File: src/include/adcc_pkg.sv
package adcc_pkg;
  // Bus geometry
  localparam int ADCC_ADR_W = 8;
  localparam int ADCC_DAT_W = 32;
  localparam int ADCC_SEL_W = ADCC_DAT_W / 8;

  // Register byte offsets
  localparam logic [ADCC_ADR_W-1:0] ADCC_OFS_CTRL0 = 8'h00;
  localparam logic [ADCC_ADR_W-1:0] ADCC_OFS_CTRL1 = 8'h04;
  localparam logic [ADCC_ADR_W-1:0] ADCC_OFS_CTRL2 = 8'h08;
  localparam logic [ADCC_ADR_W-1:0] ADCC_OFS_RESH = 8'h0c;
  localparam logic [ADCC_ADR_W-1:0] ADCC_OFS_RESL = 8'h10;
  localparam logic [ADCC_ADR_W-1:0] ADCC_OFS_IRQ = 8'h14;
  localparam logic [ADCC_ADR_W-1:0] ADCC_OFS_PINFN = 8'h18;

  // Control 0 fields
  localparam int ADCC_C0_START = 7;
  localparam int ADCC_C0_BUSY = 6;
  localparam int ADCC_C0_PWR = 5;
  localparam int ADCC_C0_FMT = 4;
  localparam int ADCC_C0_CH_LSB = 0;
  localparam int ADCC_CH_W = 3;

  // Control 1 fields
  localparam int ADCC_C1_INSEL_LSB = 5;
  localparam int ADCC_INSEL_W = 3;
  localparam int ADCC_C1_DIV_LSB = 0;
  localparam int ADCC_DIV_W = 3;

  // Control 2 fields
  localparam int ADCC_C2_GAINEN = 7;
  localparam int ADCC_C2_BGEN = 6;
  localparam int ADCC_C2_REF_LSB = 0;
  localparam int ADCC_REF_W = 4;

  // Interrupt control fields
  localparam int ADCC_IRQ_GIE = 0;
  localparam int ADCC_IRQ_IE = 1;
  localparam int ADCC_IRQ_FLAG = 2;

  // Reset values
  localparam logic [7:0] ADCC_BYTE_RST = 8'h00;

  // Conversion timing in converter clock ticks
  localparam logic [3:0] ADCC_SAMPLE_TICKS = 4'h4;
  localparam logic [3:0] ADCC_CONVERT_TICKS = 4'hc;
  localparam int ADCC_RES_W = 12;
  localparam logic [ADCC_RES_W-1:0] ADCC_FULL_SCALE = 12'hfff;
  localparam logic [ADCC_RES_W-1:0] ADCC_SAR_FIRST = 12'h800;

  // Input select codes that mean the external channel
  localparam logic [ADCC_INSEL_W-1:0] ADCC_INSEL_EXT_A = 3'h0;
  localparam logic [ADCC_INSEL_W-1:0] ADCC_INSEL_EXT_B = 3'h4;

  // Reference select codes
  localparam logic [ADCC_REF_W-1:0] ADCC_REF_EXT_X1 = 4'h1;
  localparam logic [ADCC_REF_W-1:0] ADCC_REF_EXT_X4 = 4'h4;
  localparam logic [ADCC_REF_W-1:0] ADCC_REF_BG_X1 = 4'h8;
  localparam logic [ADCC_REF_W-1:0] ADCC_REF_BG_X2 = 4'ha;
  localparam logic [ADCC_REF_W-1:0] ADCC_REF_BG_X4 = 4'hc;

  typedef enum logic [1:0] {
    ADCC_SRC_SUPPLY = 2'h0,
    ADCC_SRC_EXTPIN = 2'h1,
    ADCC_SRC_BANDGAP = 2'h2
  } adcc_ref_src_t;

  typedef enum logic [1:0] {
    ADCC_IDLE = 2'h0,
    ADCC_ARMED = 2'h1,
    ADCC_SAMPLE = 2'h3,
    ADCC_CONVERT = 2'h2
  } adcc_state_t;
endpackage

File: src/hdl/adcc_top.sv
// Implementation choices: the Wishbone register port and the register addresses.
`timescale 1ns/1ns
`default_nettype none
// Summary of operation
// - Analogue section powered only while enable high
// - Four ticks sampling, twelve converting, sixteen total
// - Conversion runs alone, no processor stall
// - Busy high throughout; result valid after
// - Start needs full low-high-low pulse
// - Internal input disconnects external channel
// - Analogue pin disables other pin functions
// - Analogue pin drops programmed pull-up
// - Analogue pin overrides port direction
// - Reference supply, pin or bandgap; gains 1-4
// - Interrupt needs global and converter enables
// - Result is 12-bit unsigned, full scale fff
// - Divider field derives converter clock
// - Format bit arranges result bytes
// - Divider codes give divide 1 to 128
// - Format 0: 11-4/3-0; format 1: 11-8/7-0
// - Completion sets interrupt request flag
module adcc_top #(
  parameter int PINS = 8
) (
  // Clock and reset
  input wire logic clk_i,
  input wire logic rst_i,
  // Wishbone slave
  input wire logic wb_cyc_i,
  input wire logic wb_stb_i,
  input wire logic wb_we_i,
  input wire logic [adcc_pkg::ADCC_ADR_W-1:0] wb_adr_i,
  input wire logic [adcc_pkg::ADCC_SEL_W-1:0] wb_sel_i,
  input wire logic [adcc_pkg::ADCC_DAT_W-1:0] wb_dat_i,
  output logic [adcc_pkg::ADCC_DAT_W-1:0] wb_dat_o,
  output logic wb_ack_o,
  // Analogue front end
  input wire logic comp_i,
  output logic analog_power_o,
  output logic sample_o,
  output logic [adcc_pkg::ADCC_RES_W-1:0] sar_dac_o,
  output logic [PINS-1:0] ext_channel_o,
  output logic internal_en_o,
  output logic [adcc_pkg::ADCC_INSEL_W-1:0] internal_sel_o,
  output logic [1:0] ref_source_o,
  output logic [1:0] ref_gain_o,
  output logic gain_amp_en_o,
  output logic bandgap_en_o,
  // Pin function override
  input wire logic [PINS-1:0] port_dir_out_i,
  input wire logic [PINS-1:0] pullup_cfg_i,
  output logic [PINS-1:0] pin_analog_o,
  output logic [PINS-1:0] pin_digital_en_o,
  output logic [PINS-1:0] pin_out_en_n_o,
  output logic [PINS-1:0] pullup_en_o,
  // Interrupt
  output logic irq_o
);
  import adcc_pkg::*;

  logic [7:0] ctrl0_r, ctrl0_nxt;
  logic [7:0] ctrl1_r, ctrl1_nxt;
  logic [7:0] ctrl2_r, ctrl2_nxt;
  logic [2:0] irqc_r, irqc_nxt;
  logic [PINS-1:0] pinfn_r, pinfn_nxt;
  logic [ADCC_RES_W-1:0] result_r, result_nxt;
  logic [ADCC_RES_W-1:0] sar_r, sar_nxt;
  logic [ADCC_RES_W-1:0] trial_r, trial_nxt;
  logic [3:0] tick_cnt_r, tick_cnt_nxt;
  adcc_state_t state_r, state_nxt;
  logic ack_r, ack_nxt;
  logic [ADCC_DAT_W-1:0] rdat_r, rdat_nxt;
  logic comp_meta_r, comp_sync_r;
  logic conv_tick;
  logic wr_stb;
  logic start_wr, start_set, start_clr;
  logic done;
  logic busy;
  logic pwr;
  logic [7:0] res_hi, res_lo;
  logic ext_input;

  // Comparator crosses from the analogue side, so two flops first
  always_ff @(posedge clk_i) begin
    if (rst_i) begin
      comp_meta_r <= 1'b0;
      comp_sync_r <= 1'b0;
    end else begin
      comp_meta_r <= comp_i;
      comp_sync_r <= comp_meta_r;
    end
  end

  assign pwr = ctrl0_r[ADCC_C0_PWR];

  // Converter clock enable, stopped while unpowered to save power
  adcc_clkdiv #(
    .SEL_W(ADCC_DIV_W),
    .CNT_W(7)
  ) u_clkdiv (
    .clk_i(clk_i),
    .rst_i(rst_i),
    .run_i(pwr),
    .div_sel_i(ctrl1_r[ADCC_C1_DIV_LSB +: ADCC_DIV_W]),
    .tick_o(conv_tick)
  );

  // Bus write decode; only byte lane 0 carries register bits
  assign wr_stb = wb_cyc_i && wb_stb_i && wb_we_i && !ack_r && wb_sel_i[0];
  assign start_wr = wr_stb && (wb_adr_i == ADCC_OFS_CTRL0);
  assign start_set = start_wr && wb_dat_i[ADCC_C0_START] && !ctrl0_r[ADCC_C0_START];
  assign start_clr = start_wr && !wb_dat_i[ADCC_C0_START] && ctrl0_r[ADCC_C0_START];

  // Conversion sequencer
  always_comb begin
    state_nxt = state_r;
    tick_cnt_nxt = tick_cnt_r;
    sar_nxt = sar_r;
    trial_nxt = trial_r;
    result_nxt = result_r;
    done = 1'b0;
    if (!pwr) begin
      state_nxt = ADCC_IDLE;
    end else if (start_set) begin
      state_nxt = ADCC_ARMED;
      tick_cnt_nxt = '0;
    end else begin
      unique case (state_r)
        ADCC_IDLE: begin
          tick_cnt_nxt = '0;
        end
        ADCC_ARMED: begin
          if (start_clr) begin
            state_nxt = ADCC_SAMPLE;
            tick_cnt_nxt = '0;
          end
        end
        ADCC_SAMPLE: begin
          if (conv_tick) begin
            tick_cnt_nxt = tick_cnt_r + 4'h1;
            if (tick_cnt_r == ADCC_SAMPLE_TICKS - 4'h1) begin
              state_nxt = ADCC_CONVERT;
              tick_cnt_nxt = '0;
              sar_nxt = '0;
              trial_nxt = ADCC_SAR_FIRST;
            end
          end
        end
        ADCC_CONVERT: begin
          if (conv_tick) begin
            // Keep the trial bit when input is at or above the trial level
            sar_nxt = comp_sync_r ? trial_r : sar_r;
            trial_nxt = (comp_sync_r ? trial_r : sar_r) | (trial_r ^ sar_r) >> 1;
            tick_cnt_nxt = tick_cnt_r + 4'h1;
            if (tick_cnt_r == ADCC_CONVERT_TICKS - 4'h1) begin
              state_nxt = ADCC_IDLE;
              result_nxt = (comp_sync_r ? trial_r : sar_r) & ADCC_FULL_SCALE;
              done = 1'b1;
            end
          end
        end
      endcase
    end
  end

  // Sequencer registers; result is kept while unpowered
  always_ff @(posedge clk_i) begin
    if (rst_i) begin
      state_r <= ADCC_IDLE;
      tick_cnt_r <= '0;
      sar_r <= '0;
      trial_r <= '0;
      result_r <= '0;
    end else begin
      state_r <= state_nxt;
      tick_cnt_r <= tick_cnt_nxt;
      sar_r <= sar_nxt;
      trial_r <= trial_nxt;
      result_r <= result_nxt;
    end
  end

  // Busy covers sampling and converting only
  assign busy = (state_r == ADCC_SAMPLE) || (state_r == ADCC_CONVERT);

  // Result byte arrangement
  always_comb begin
    if (ctrl0_r[ADCC_C0_FMT]) begin
      res_hi = {4'h0, result_r[11:8]};
      res_lo = result_r[7:0];
    end else begin
      res_hi = result_r[11:4];
      res_lo = {result_r[3:0], 4'h0};
    end
  end

  // Register writes; hardware flag set beats a software clear
  always_comb begin
    ctrl0_nxt = ctrl0_r;
    ctrl1_nxt = ctrl1_r;
    ctrl2_nxt = ctrl2_r;
    irqc_nxt = irqc_r;
    pinfn_nxt = pinfn_r;
    if (wr_stb) begin
      unique case (wb_adr_i)
        ADCC_OFS_CTRL0: ctrl0_nxt = wb_dat_i[7:0] & 8'hb7;
        ADCC_OFS_CTRL1: ctrl1_nxt = wb_dat_i[7:0] & 8'he7;
        ADCC_OFS_CTRL2: ctrl2_nxt = wb_dat_i[7:0] & 8'hcf;
        ADCC_OFS_IRQ: irqc_nxt = wb_dat_i[2:0];
        ADCC_OFS_PINFN: pinfn_nxt = wb_dat_i[PINS-1:0];
        default: ;
      endcase
    end
    if (done) begin
      irqc_nxt[ADCC_IRQ_FLAG] = 1'b1;
    end
  end

  // Register file
  always_ff @(posedge clk_i) begin
    if (rst_i) begin
      ctrl0_r <= ADCC_BYTE_RST;
      ctrl1_r <= ADCC_BYTE_RST;
      ctrl2_r <= ADCC_BYTE_RST;
      irqc_r <= '0;
      pinfn_r <= '0;
    end else begin
      ctrl0_r <= ctrl0_nxt;
      ctrl1_r <= ctrl1_nxt;
      ctrl2_r <= ctrl2_nxt;
      irqc_r <= irqc_nxt;
      pinfn_r <= pinfn_nxt;
    end
  end

  // Bus answer: one wait state, unmapped reads give zero
  always_comb begin
    ack_nxt = wb_cyc_i && wb_stb_i && !ack_r;
    rdat_nxt = '0;
    if (ack_nxt && !wb_we_i) begin
      unique case (wb_adr_i)
        ADCC_OFS_CTRL0: rdat_nxt[7:0] = {ctrl0_r[7], busy, ctrl0_r[5:0]};
        ADCC_OFS_CTRL1: rdat_nxt[7:0] = ctrl1_r;
        ADCC_OFS_CTRL2: rdat_nxt[7:0] = ctrl2_r;
        ADCC_OFS_RESH: rdat_nxt[7:0] = res_hi;
        ADCC_OFS_RESL: rdat_nxt[7:0] = res_lo;
        ADCC_OFS_IRQ: rdat_nxt[2:0] = irqc_r;
        ADCC_OFS_PINFN: rdat_nxt[PINS-1:0] = pinfn_r;
        default: ;
      endcase
    end
  end

  // Bus registers
  always_ff @(posedge clk_i) begin
    if (rst_i) begin
      ack_r <= 1'b0;
      rdat_r <= '0;
    end else begin
      ack_r <= ack_nxt;
      rdat_r <= rdat_nxt;
    end
  end

  assign wb_ack_o = ack_r;
  assign wb_dat_o = rdat_r;

  // Input routing; internal sources cut the external mux off
  assign ext_input = (ctrl1_r[ADCC_C1_INSEL_LSB +: ADCC_INSEL_W] == ADCC_INSEL_EXT_A) ||
                     (ctrl1_r[ADCC_C1_INSEL_LSB +: ADCC_INSEL_W] == ADCC_INSEL_EXT_B);

  always_comb begin
    ext_channel_o = '0;
    if (pwr && ext_input) begin
      ext_channel_o[ctrl0_r[ADCC_C0_CH_LSB +: ADCC_CH_W]] = 1'b1;
    end
  end

  assign internal_en_o = pwr && !ext_input;
  assign internal_sel_o = ctrl1_r[ADCC_C1_INSEL_LSB +: ADCC_INSEL_W];

  // Reference and gain decode; unlisted codes fall back to supply
  always_comb begin
    ref_source_o = ADCC_SRC_SUPPLY;
    ref_gain_o = 2'h0;
    if (ctrl2_r[ADCC_REF_W-1:0] >= ADCC_REF_EXT_X1 && ctrl2_r[ADCC_REF_W-1:0] <= ADCC_REF_EXT_X4) begin
      ref_source_o = ADCC_SRC_EXTPIN;
      ref_gain_o = 2'(ctrl2_r[ADCC_REF_W-1:0] - ADCC_REF_EXT_X1);
    end else if (ctrl2_r[ADCC_REF_W-1:0] == ADCC_REF_BG_X1 ||
                 (ctrl2_r[ADCC_REF_W-1:0] >= ADCC_REF_BG_X2 && ctrl2_r[ADCC_REF_W-1:0] <= ADCC_REF_BG_X4)) begin
      ref_source_o = ADCC_SRC_BANDGAP;
      // Reserved slot after x1, so x2 upward counts from its own code
      ref_gain_o = (ctrl2_r[ADCC_REF_W-1:0] == ADCC_REF_BG_X1) ? 2'h0 :
                   2'(ctrl2_r[ADCC_REF_W-1:0] - ADCC_REF_BG_X2 + 4'h1);
    end
  end

  assign gain_amp_en_o = ctrl2_r[ADCC_C2_GAINEN];
  assign bandgap_en_o = ctrl2_r[ADCC_C2_BGEN];

  // Analogue drive, quiet from the cycle after power is removed
  assign analog_power_o = pwr;
  assign sample_o = (state_r == ADCC_SAMPLE);
  assign sar_dac_o = (state_r == ADCC_CONVERT) ? trial_r : '0;

  // Pin override: analogue use beats every digital setting
  assign pin_analog_o = pinfn_r;
  assign pin_digital_en_o = ~pinfn_r;
  assign pin_out_en_n_o = ~(port_dir_out_i & ~pinfn_r);
  assign pullup_en_o = pullup_cfg_i & ~pinfn_r;

  // Interrupt needs both enables as well as the flag
  assign irq_o = irqc_r[ADCC_IRQ_FLAG] && irqc_r[ADCC_IRQ_IE] && irqc_r[ADCC_IRQ_GIE];
endmodule
`default_nettype wire

File: src/hdl/adcc_clkdiv.sv
`timescale 1ns/1ns
`default_nettype none
module adcc_clkdiv #(
  parameter int SEL_W = 3,
  parameter int CNT_W = 7
) (
  // Clock and reset
  input wire logic clk_i,
  input wire logic rst_i,
  // Control
  input wire logic run_i,
  input wire logic [SEL_W-1:0] div_sel_i,
  // Enable pulse out
  output logic tick_o
);
  logic [CNT_W-1:0] cnt_r;
  logic [CNT_W-1:0] cnt_nxt;
  logic [CNT_W-1:0] last;
  logic tick_nxt;
  logic tick_r;

  // Terminal count is 2^sel - 1, so code 0 ticks every cycle
  always_comb begin
    last = CNT_W'((1 << div_sel_i) - 1);
    cnt_nxt = cnt_r;
    tick_nxt = 1'b0;
    if (!run_i) begin
      cnt_nxt = '0;
    end else if (cnt_r >= last) begin
      cnt_nxt = '0;
      tick_nxt = 1'b1;
    end else begin
      cnt_nxt = cnt_r + CNT_W'(1);
    end
  end

  // Divider state
  always_ff @(posedge clk_i) begin
    if (rst_i) begin
      cnt_r <= '0;
      tick_r <= 1'b0;
    end else begin
      cnt_r <= cnt_nxt;
      tick_r <= tick_nxt;
    end
  end

  assign tick_o = tick_r;
endmodule
`default_nettype wire

File: config.mk
export PLATFORM = sky130hd
export DESIGN_NAME = adcc_top
export DESIGN_NICKNAME = d
export VERILOG_FILES = /design/src/include/adcc_pkg.sv /design/src/hdl/adcc_top.sv /design/src/hdl/adcc_clkdiv.sv
export SDC_FILE = /design/constraint.sdc
export NUM_CORES = 1
export LEC_CHECK = 0
export BUFFER_PORTS_ARGS = -buffer_cell sky130_fd_sc_hd__buf_2
export CAP_MARGIN = 15
export CORE_UTILIZATION = 51
export CTS_CLUSTER_DIAMETER = 50
export DETAILED_ROUTE_END_ITERATION = 8
export HOLD_SLACK_MARGIN = 0.15
export PLACE_DENSITY = 0.87
export SETUP_SLACK_MARGIN = 0.15
export SLEW_MARGIN = 20
export SYNTH_ARGS = -nofsm -noshare
export SYNTH_HDL_FRONTEND = slang
export SYNTH_HIERARCHICAL = 1
export SYNTH_SLANG_ARGS = --single-unit
File: constraint.sdc
create_clock -name clk_i -period 3 [get_ports clk_i]
set_input_delay 0.6 -clock clk_i [delete_from_list [all_inputs] [get_ports clk_i]]
set_output_delay 0.6 -clock clk_i [all_outputs]
set_load 0.01 [all_outputs]
# Word level (Yosys, flattened, before mapping)
# Cells that the tools add are included.
# word_totals
latchBits	0
mem_bits_rw	0
inputBits	66
reg_bits	114
output_inout_bits	98
n_memories	0
rom_bits	0
# op_classes
eq_ne	23
bitwise_logic	9
magnitude_cmp	7
n_reduce_logical	49
add_sub_neg	6
muxes	44
n_div	0
mul	0
n_shift	1
# op_table
op	n
two-way mux 12 bit	8
one-hot mux 12 bit (2 select lines)	2
one-hot mux 5 bit (6 select lines)	1
== test 8 x 5 -> 1 bit, second input constant	3
two-way mux 8 bit	3
one-hot mux 3 bit (7 select lines)	1
two-way mux 2 bit	10
two-way mux 4 bit	5
logical AND 1 bit	18
AND reduction 6 bit	3
bitwise AND 8 bit	2
== test 8 x 4 -> 1 bit, second input constant	2
inverter 8 bit	2
one-hot mux 4 bit (4 select lines)	1
OR 12 x 11 -> 12 bit	1
AND reduction 2 bit	6
XOR 12 bit	1
two-way mux 1 bit	9
== test 4 bit, second input constant	2
== test 8 x 3 -> 1 bit, second input constant	1
logical NOT 8 bit	1
adder 7 x 1 -> 7 bit, second input constant	1
greater-or-equal comparator 7 bit	1
<< shifter 1 x 3 -> 7 bit, first input constant	1
35 further kinds	54

# Longest topological paths before layout
# logic_depth
word_depth	11
ltp_mapped	9
depth_no_buf	7

# Modules after synthesis
# The synthesis kept the hierarchy.
# by_module_without_submodules
module	area_each_um2	cells_per_inst	n_inst
adcc_top	4466.8	507	1
adcc_clkdiv	496.7	53	1

# Worst setup path after synthesis
# No wires, ideal clock.
# synth_path
path_type	input -> register
start	in wb_adr_i[1] (netlist bit)
end	reg tick_cnt_r[3]
arrival_time_ns	2.280
path_slack_ns	0.636
path_stages	5
path_buffers	0
required_ns	2.916
path_cell_list	or4_4 o41ai_4 nand2_4 or3_4 o31ai_2
# synth_between
elab_chain_len	6
# synth_rtl
element	line_no	rtl
start, declared	adcc_top.sv:32	input wire logic [adcc_pkg::ADCC_ADR_W-1:0] wb_adr_i,
logical NOT 8 bit *	adcc_top.sv:110	assign start_wr = wr_stb && (wb_adr_i == ADCC_OFS_CTRL0);
logical AND 1 bit *	adcc_top.sv:110	
logical AND 1 bit (on tied branches) (2 in a row)	adcc_top.sv:111, adcc_top.sv:112	
!= test 3 x 2 -> 1 bit (no source line) (tied with other cells)	--	
AND reduction 4 bit (no source line)	--	
end signal, assigned	adcc_top.sv:176	tick_cnt_r <= tick_cnt_nxt;
end, declared	adcc_top.sv:69	logic [3:0] tick_cnt_r, tick_cnt_nxt;
# Every way passes the cells marked *; elsewhere a longest branch is shown, timed or not.
# A chain may end at the register's enable or synchronous reset.

# Worst setup path after layout
# layout_path
start	reg ctrl2_r[0]
end	out ref_gain_o[1]
# layout_between
elab_chain_len	5
# layout_rtl
element	line_no	rtl
start, declared	adcc_top.sv:63	logic [7:0] ctrl2_r, ctrl2_nxt;
start signal, assigned	adcc_top.sv:230	ctrl2_r <= ctrl2_nxt;
subtractor 2 bit (tied with other cells)	adcc_top.sv:294	2'(ctrl2_r[ADCC_REF_W-1:0] - ADCC_REF_BG_X2 + 4'h1);
adder 2 x 1 -> 2 bit / logical AND 1 bit (equally long branches)	adcc_top.sv:294, adcc_top.sv:290	
two-way mux 2 bit / logical OR 1 bit (equally long branches)	adcc_top.sv:293, adcc_top.sv:289	
two-way mux 2 bit	adcc_top.sv:289	end else if (ctrl2_r[ADCC_REF_W-1:0] == ADCC_REF_BG_X1 ||
two-way mux 2 bit *	adcc_top.sv:286	if (ctrl2_r[ADCC_REF_W-1:0] >= ADCC_REF_EXT_X1 && ctrl2_r[ADCC_REF_W-1:0] <= ADCC_REF_EXT_X4) begin
end, declared	adcc_top.sv:46	output logic [1:0] ref_gain_o,
# Marked as above.

==> qor.txt <==
cts hold-fix bufs = 0
Resize count post-CTS = 0
total track usage = 25.5%
# rows = 35
share of cells above drive strength 1 = 25.9%
Worst setup SP type = flip-flop
Residual DRC = 0
MaxCap Viol Count = 0
crit end category = primary output
crit-path max FO = 4
maximum VDD drop = 0.170 mV
Core Region = 0.00933 mm^2
Area Overhead vs Synth = 15.3%
setup violators final = 0
Worst Path Required = 2400 ps
Power Total = 2.09 mW
Top FF cell, synth = dfxtp_1
final setup TNS = 0 ps
Final Cycle Share = 84.7%
initial antenna violation count = 0
Starting Density = 53.2%
dominant cell type by area after synthesis = dfxtp_1
worst hold slack = 446 ps
Slew Limit Fails = 0
Post-Syn Instances = 560
Max-slew headroom = 31.5%
Fin. Hold Viols = 0
Clock Pin Slew Worst Setup and Hold Paths = 90 ps
first-pass GRT wire length = 20300 um
worst clock skew = 12.2 ps
Cell Area, Synth = 0.00496 mm^2
Pre-antenna DRT Iters = 5
RSZ-0062 raised after global routing = no
fmax = 394 MHz
Clock Tree Buf Depth = 2
proportion of netlist area held by the largest area contributor = 36.3%
gpl congestion = 0.926
Post-Layout Cell Count = 800
DR WL/cell = 15.8 um
placed cells = 784
CTS tree = yes
Worst-Margin Slew = 1020 ps
total grt overflow = 0
Worst Slack Setup Final = 459 ps
Setup CP Type = flip-flop to primary output
Arr. time, crit path = 1940 ps
Post-synth top cells = dfxtp_1, nor2_1, mux2i_1, nand2_1, buf_4
Root Driver = clkbuf_8
final core occ = 61.3%
run status = finished, final reports clean
die width = 101 um
initial drt markers = 302
vias per cell = 5.73
Synth area leaders = dfxtp_1, mux2i_1, nor2_1, buf_4, ha_1
post-route cell area = 0.00572 mm^2
DP Worst Slack = 336 ps
DIE HEIGHT = 101 um
Synth Area per Inst = 8.86 um^2
Num CTS Buffers = 9
postcts setup bufs = 0
Antenna diodes = 0
Placed Area = 0.00554 mm^2
Die Area = 0.0101 mm^2
total I/O pin count = 164
HPWL after detailed placement = 9500 um
Warnings, synthesis = 6
DR vias = 4585
count leader, synth = dfxtp_1
Num Clock Sinks = 90
drt total wl = 12700 um
worst skew pair latency = 370 ps
library cells used by synthesis = 64
minimum clock period = 2540 ps
H-tree lvl count = 3
DRT antenna net count = 0
vias in the first global route = 4260
Post-synth ARST share = 0%
Yosys reg bits = 90
nets@finish = 749
Fillers = 810
leakage power = 2.42 nW
PD cells = 365 mW/mm^2
PortBufs = 112
sequential area share after synthesis = 36.3%
EDFF count, synth = 0
type of the most critical hold path = input pin to flip-flop
pin count of the biggest net entering global routing = 31
## final timing paths
check / from / to / slack, ps / cells past startpoint
max: ctrl2_r[0] / ref_gain_o[1] / 460 / 7
min reg2reg: comp_meta_r / comp_sync_r / 460 / 1
max reg2reg: ctrl0_r[7] / result_r[8] / 620 / 5
min: comp_i / comp_meta_r / 450 / 2
## critical path, stage by stage (launching register included)
cell,delay (ps)
dfxtp_1,360
inv_1,110
ha_1,200
inv_1,50
a221oi_1,390
a21o_1,150
nor2b_1,150
buf_2,150
## layout by cell type (no fill, tap or decap), drive strengths merged, types with 3 or more instances in the layout
cell type / netlist / layout
buf: 34 / 123
and3: 3 / 3
a221oi: 4 / 4
ha: 17 / 17
nand2: 34 / 34
o21ai: 5 / 5
nand3: 14 / 14
inv: 24 / 25
conb: 1 / 24
xor2: 15 / 15
a22oi: 10 / 10
o31ai: 3 / 3
mux2: 17 / 17
nor2: 67 / 67
nor3: 18 / 18
or3: 6 / 6
clkinv: 0 / 4
or4: 4 / 4
clkbuf: 17 / 10
o211ai: 14 / 14
nor2b: 14 / 14
nand2b: 7 / 7
mux2i: 41 / 41
nor4: 7 / 7
dfxtp: 90 / 90
a21oi: 29 / 29
a31oi: 5 / 5
and2: 13 / 13
a22o: 15 / 15
## final cells by class
cell class | instances | area (um^2) | share of cell area [%]
multi-input combinational | 418 | 2850 | 49.8
inverter | 24 | 90.1 | 1.57
sequential | 90 | 1800 | 31.5
clock inverter | 6 | 40.0 | 0.700
timing repair buffer | 123 | 643 | 11.2
tap | 129 | 161 | 2.82
clock buffer | 10 | 138 | 2.41
## report_power, final
| part | leakage, nW | switching (mW) | internal [mW] | total (mW) |
|---|---|---|---|---|
| combinational | 1.60 | 0.0801 | 0.0434 | 0.124 |
| clock | 0.0924 | 0.439 | 0.324 | 0.763 |
| sequential | 0.725 | 0.00383 | 1.20 | 1.20 |
## cell families after synthesis
logic type / count (synthesis) / synth area share (%)
and+or+nand+nor: 202 / 21.3
AOI/OAI and AO/OA: 101 / 15.0
DFF: 90 / 36.3
buffers and inverters: 75 / 8.09
muxes: 58 / 12.1
adders and majority gates: 17 / 4.29
xor gates and xnor gates: 16 / 2.82
other: 1 / 0.0756
## routing by layer
layer / global-route usage (%) / routed length [um]
met1: 32.5 / 5210
met2: 42.9 / 6150
met3: 4.37 / 1060
met4: 10.1 / 226
met5: 0 / 0
## registers in the layout (all words and copies together) (netlist names)
signal and cells:
ctrl2_r 6, u_clkdiv/cnt_r 7, ctrl1_r 6, wb_ack_o 1
sar_r 12, ctrl0_r 6, comp_meta_r 1, wb_dat_o 8
u_clkdiv/tick_o 1, trial_r 12, irqc_r 3, pin_analog_o 8
result_r 12, tick_cnt_r 4, comp_sync_r 1, state_r 2
(Power assumes the default switching activity.)
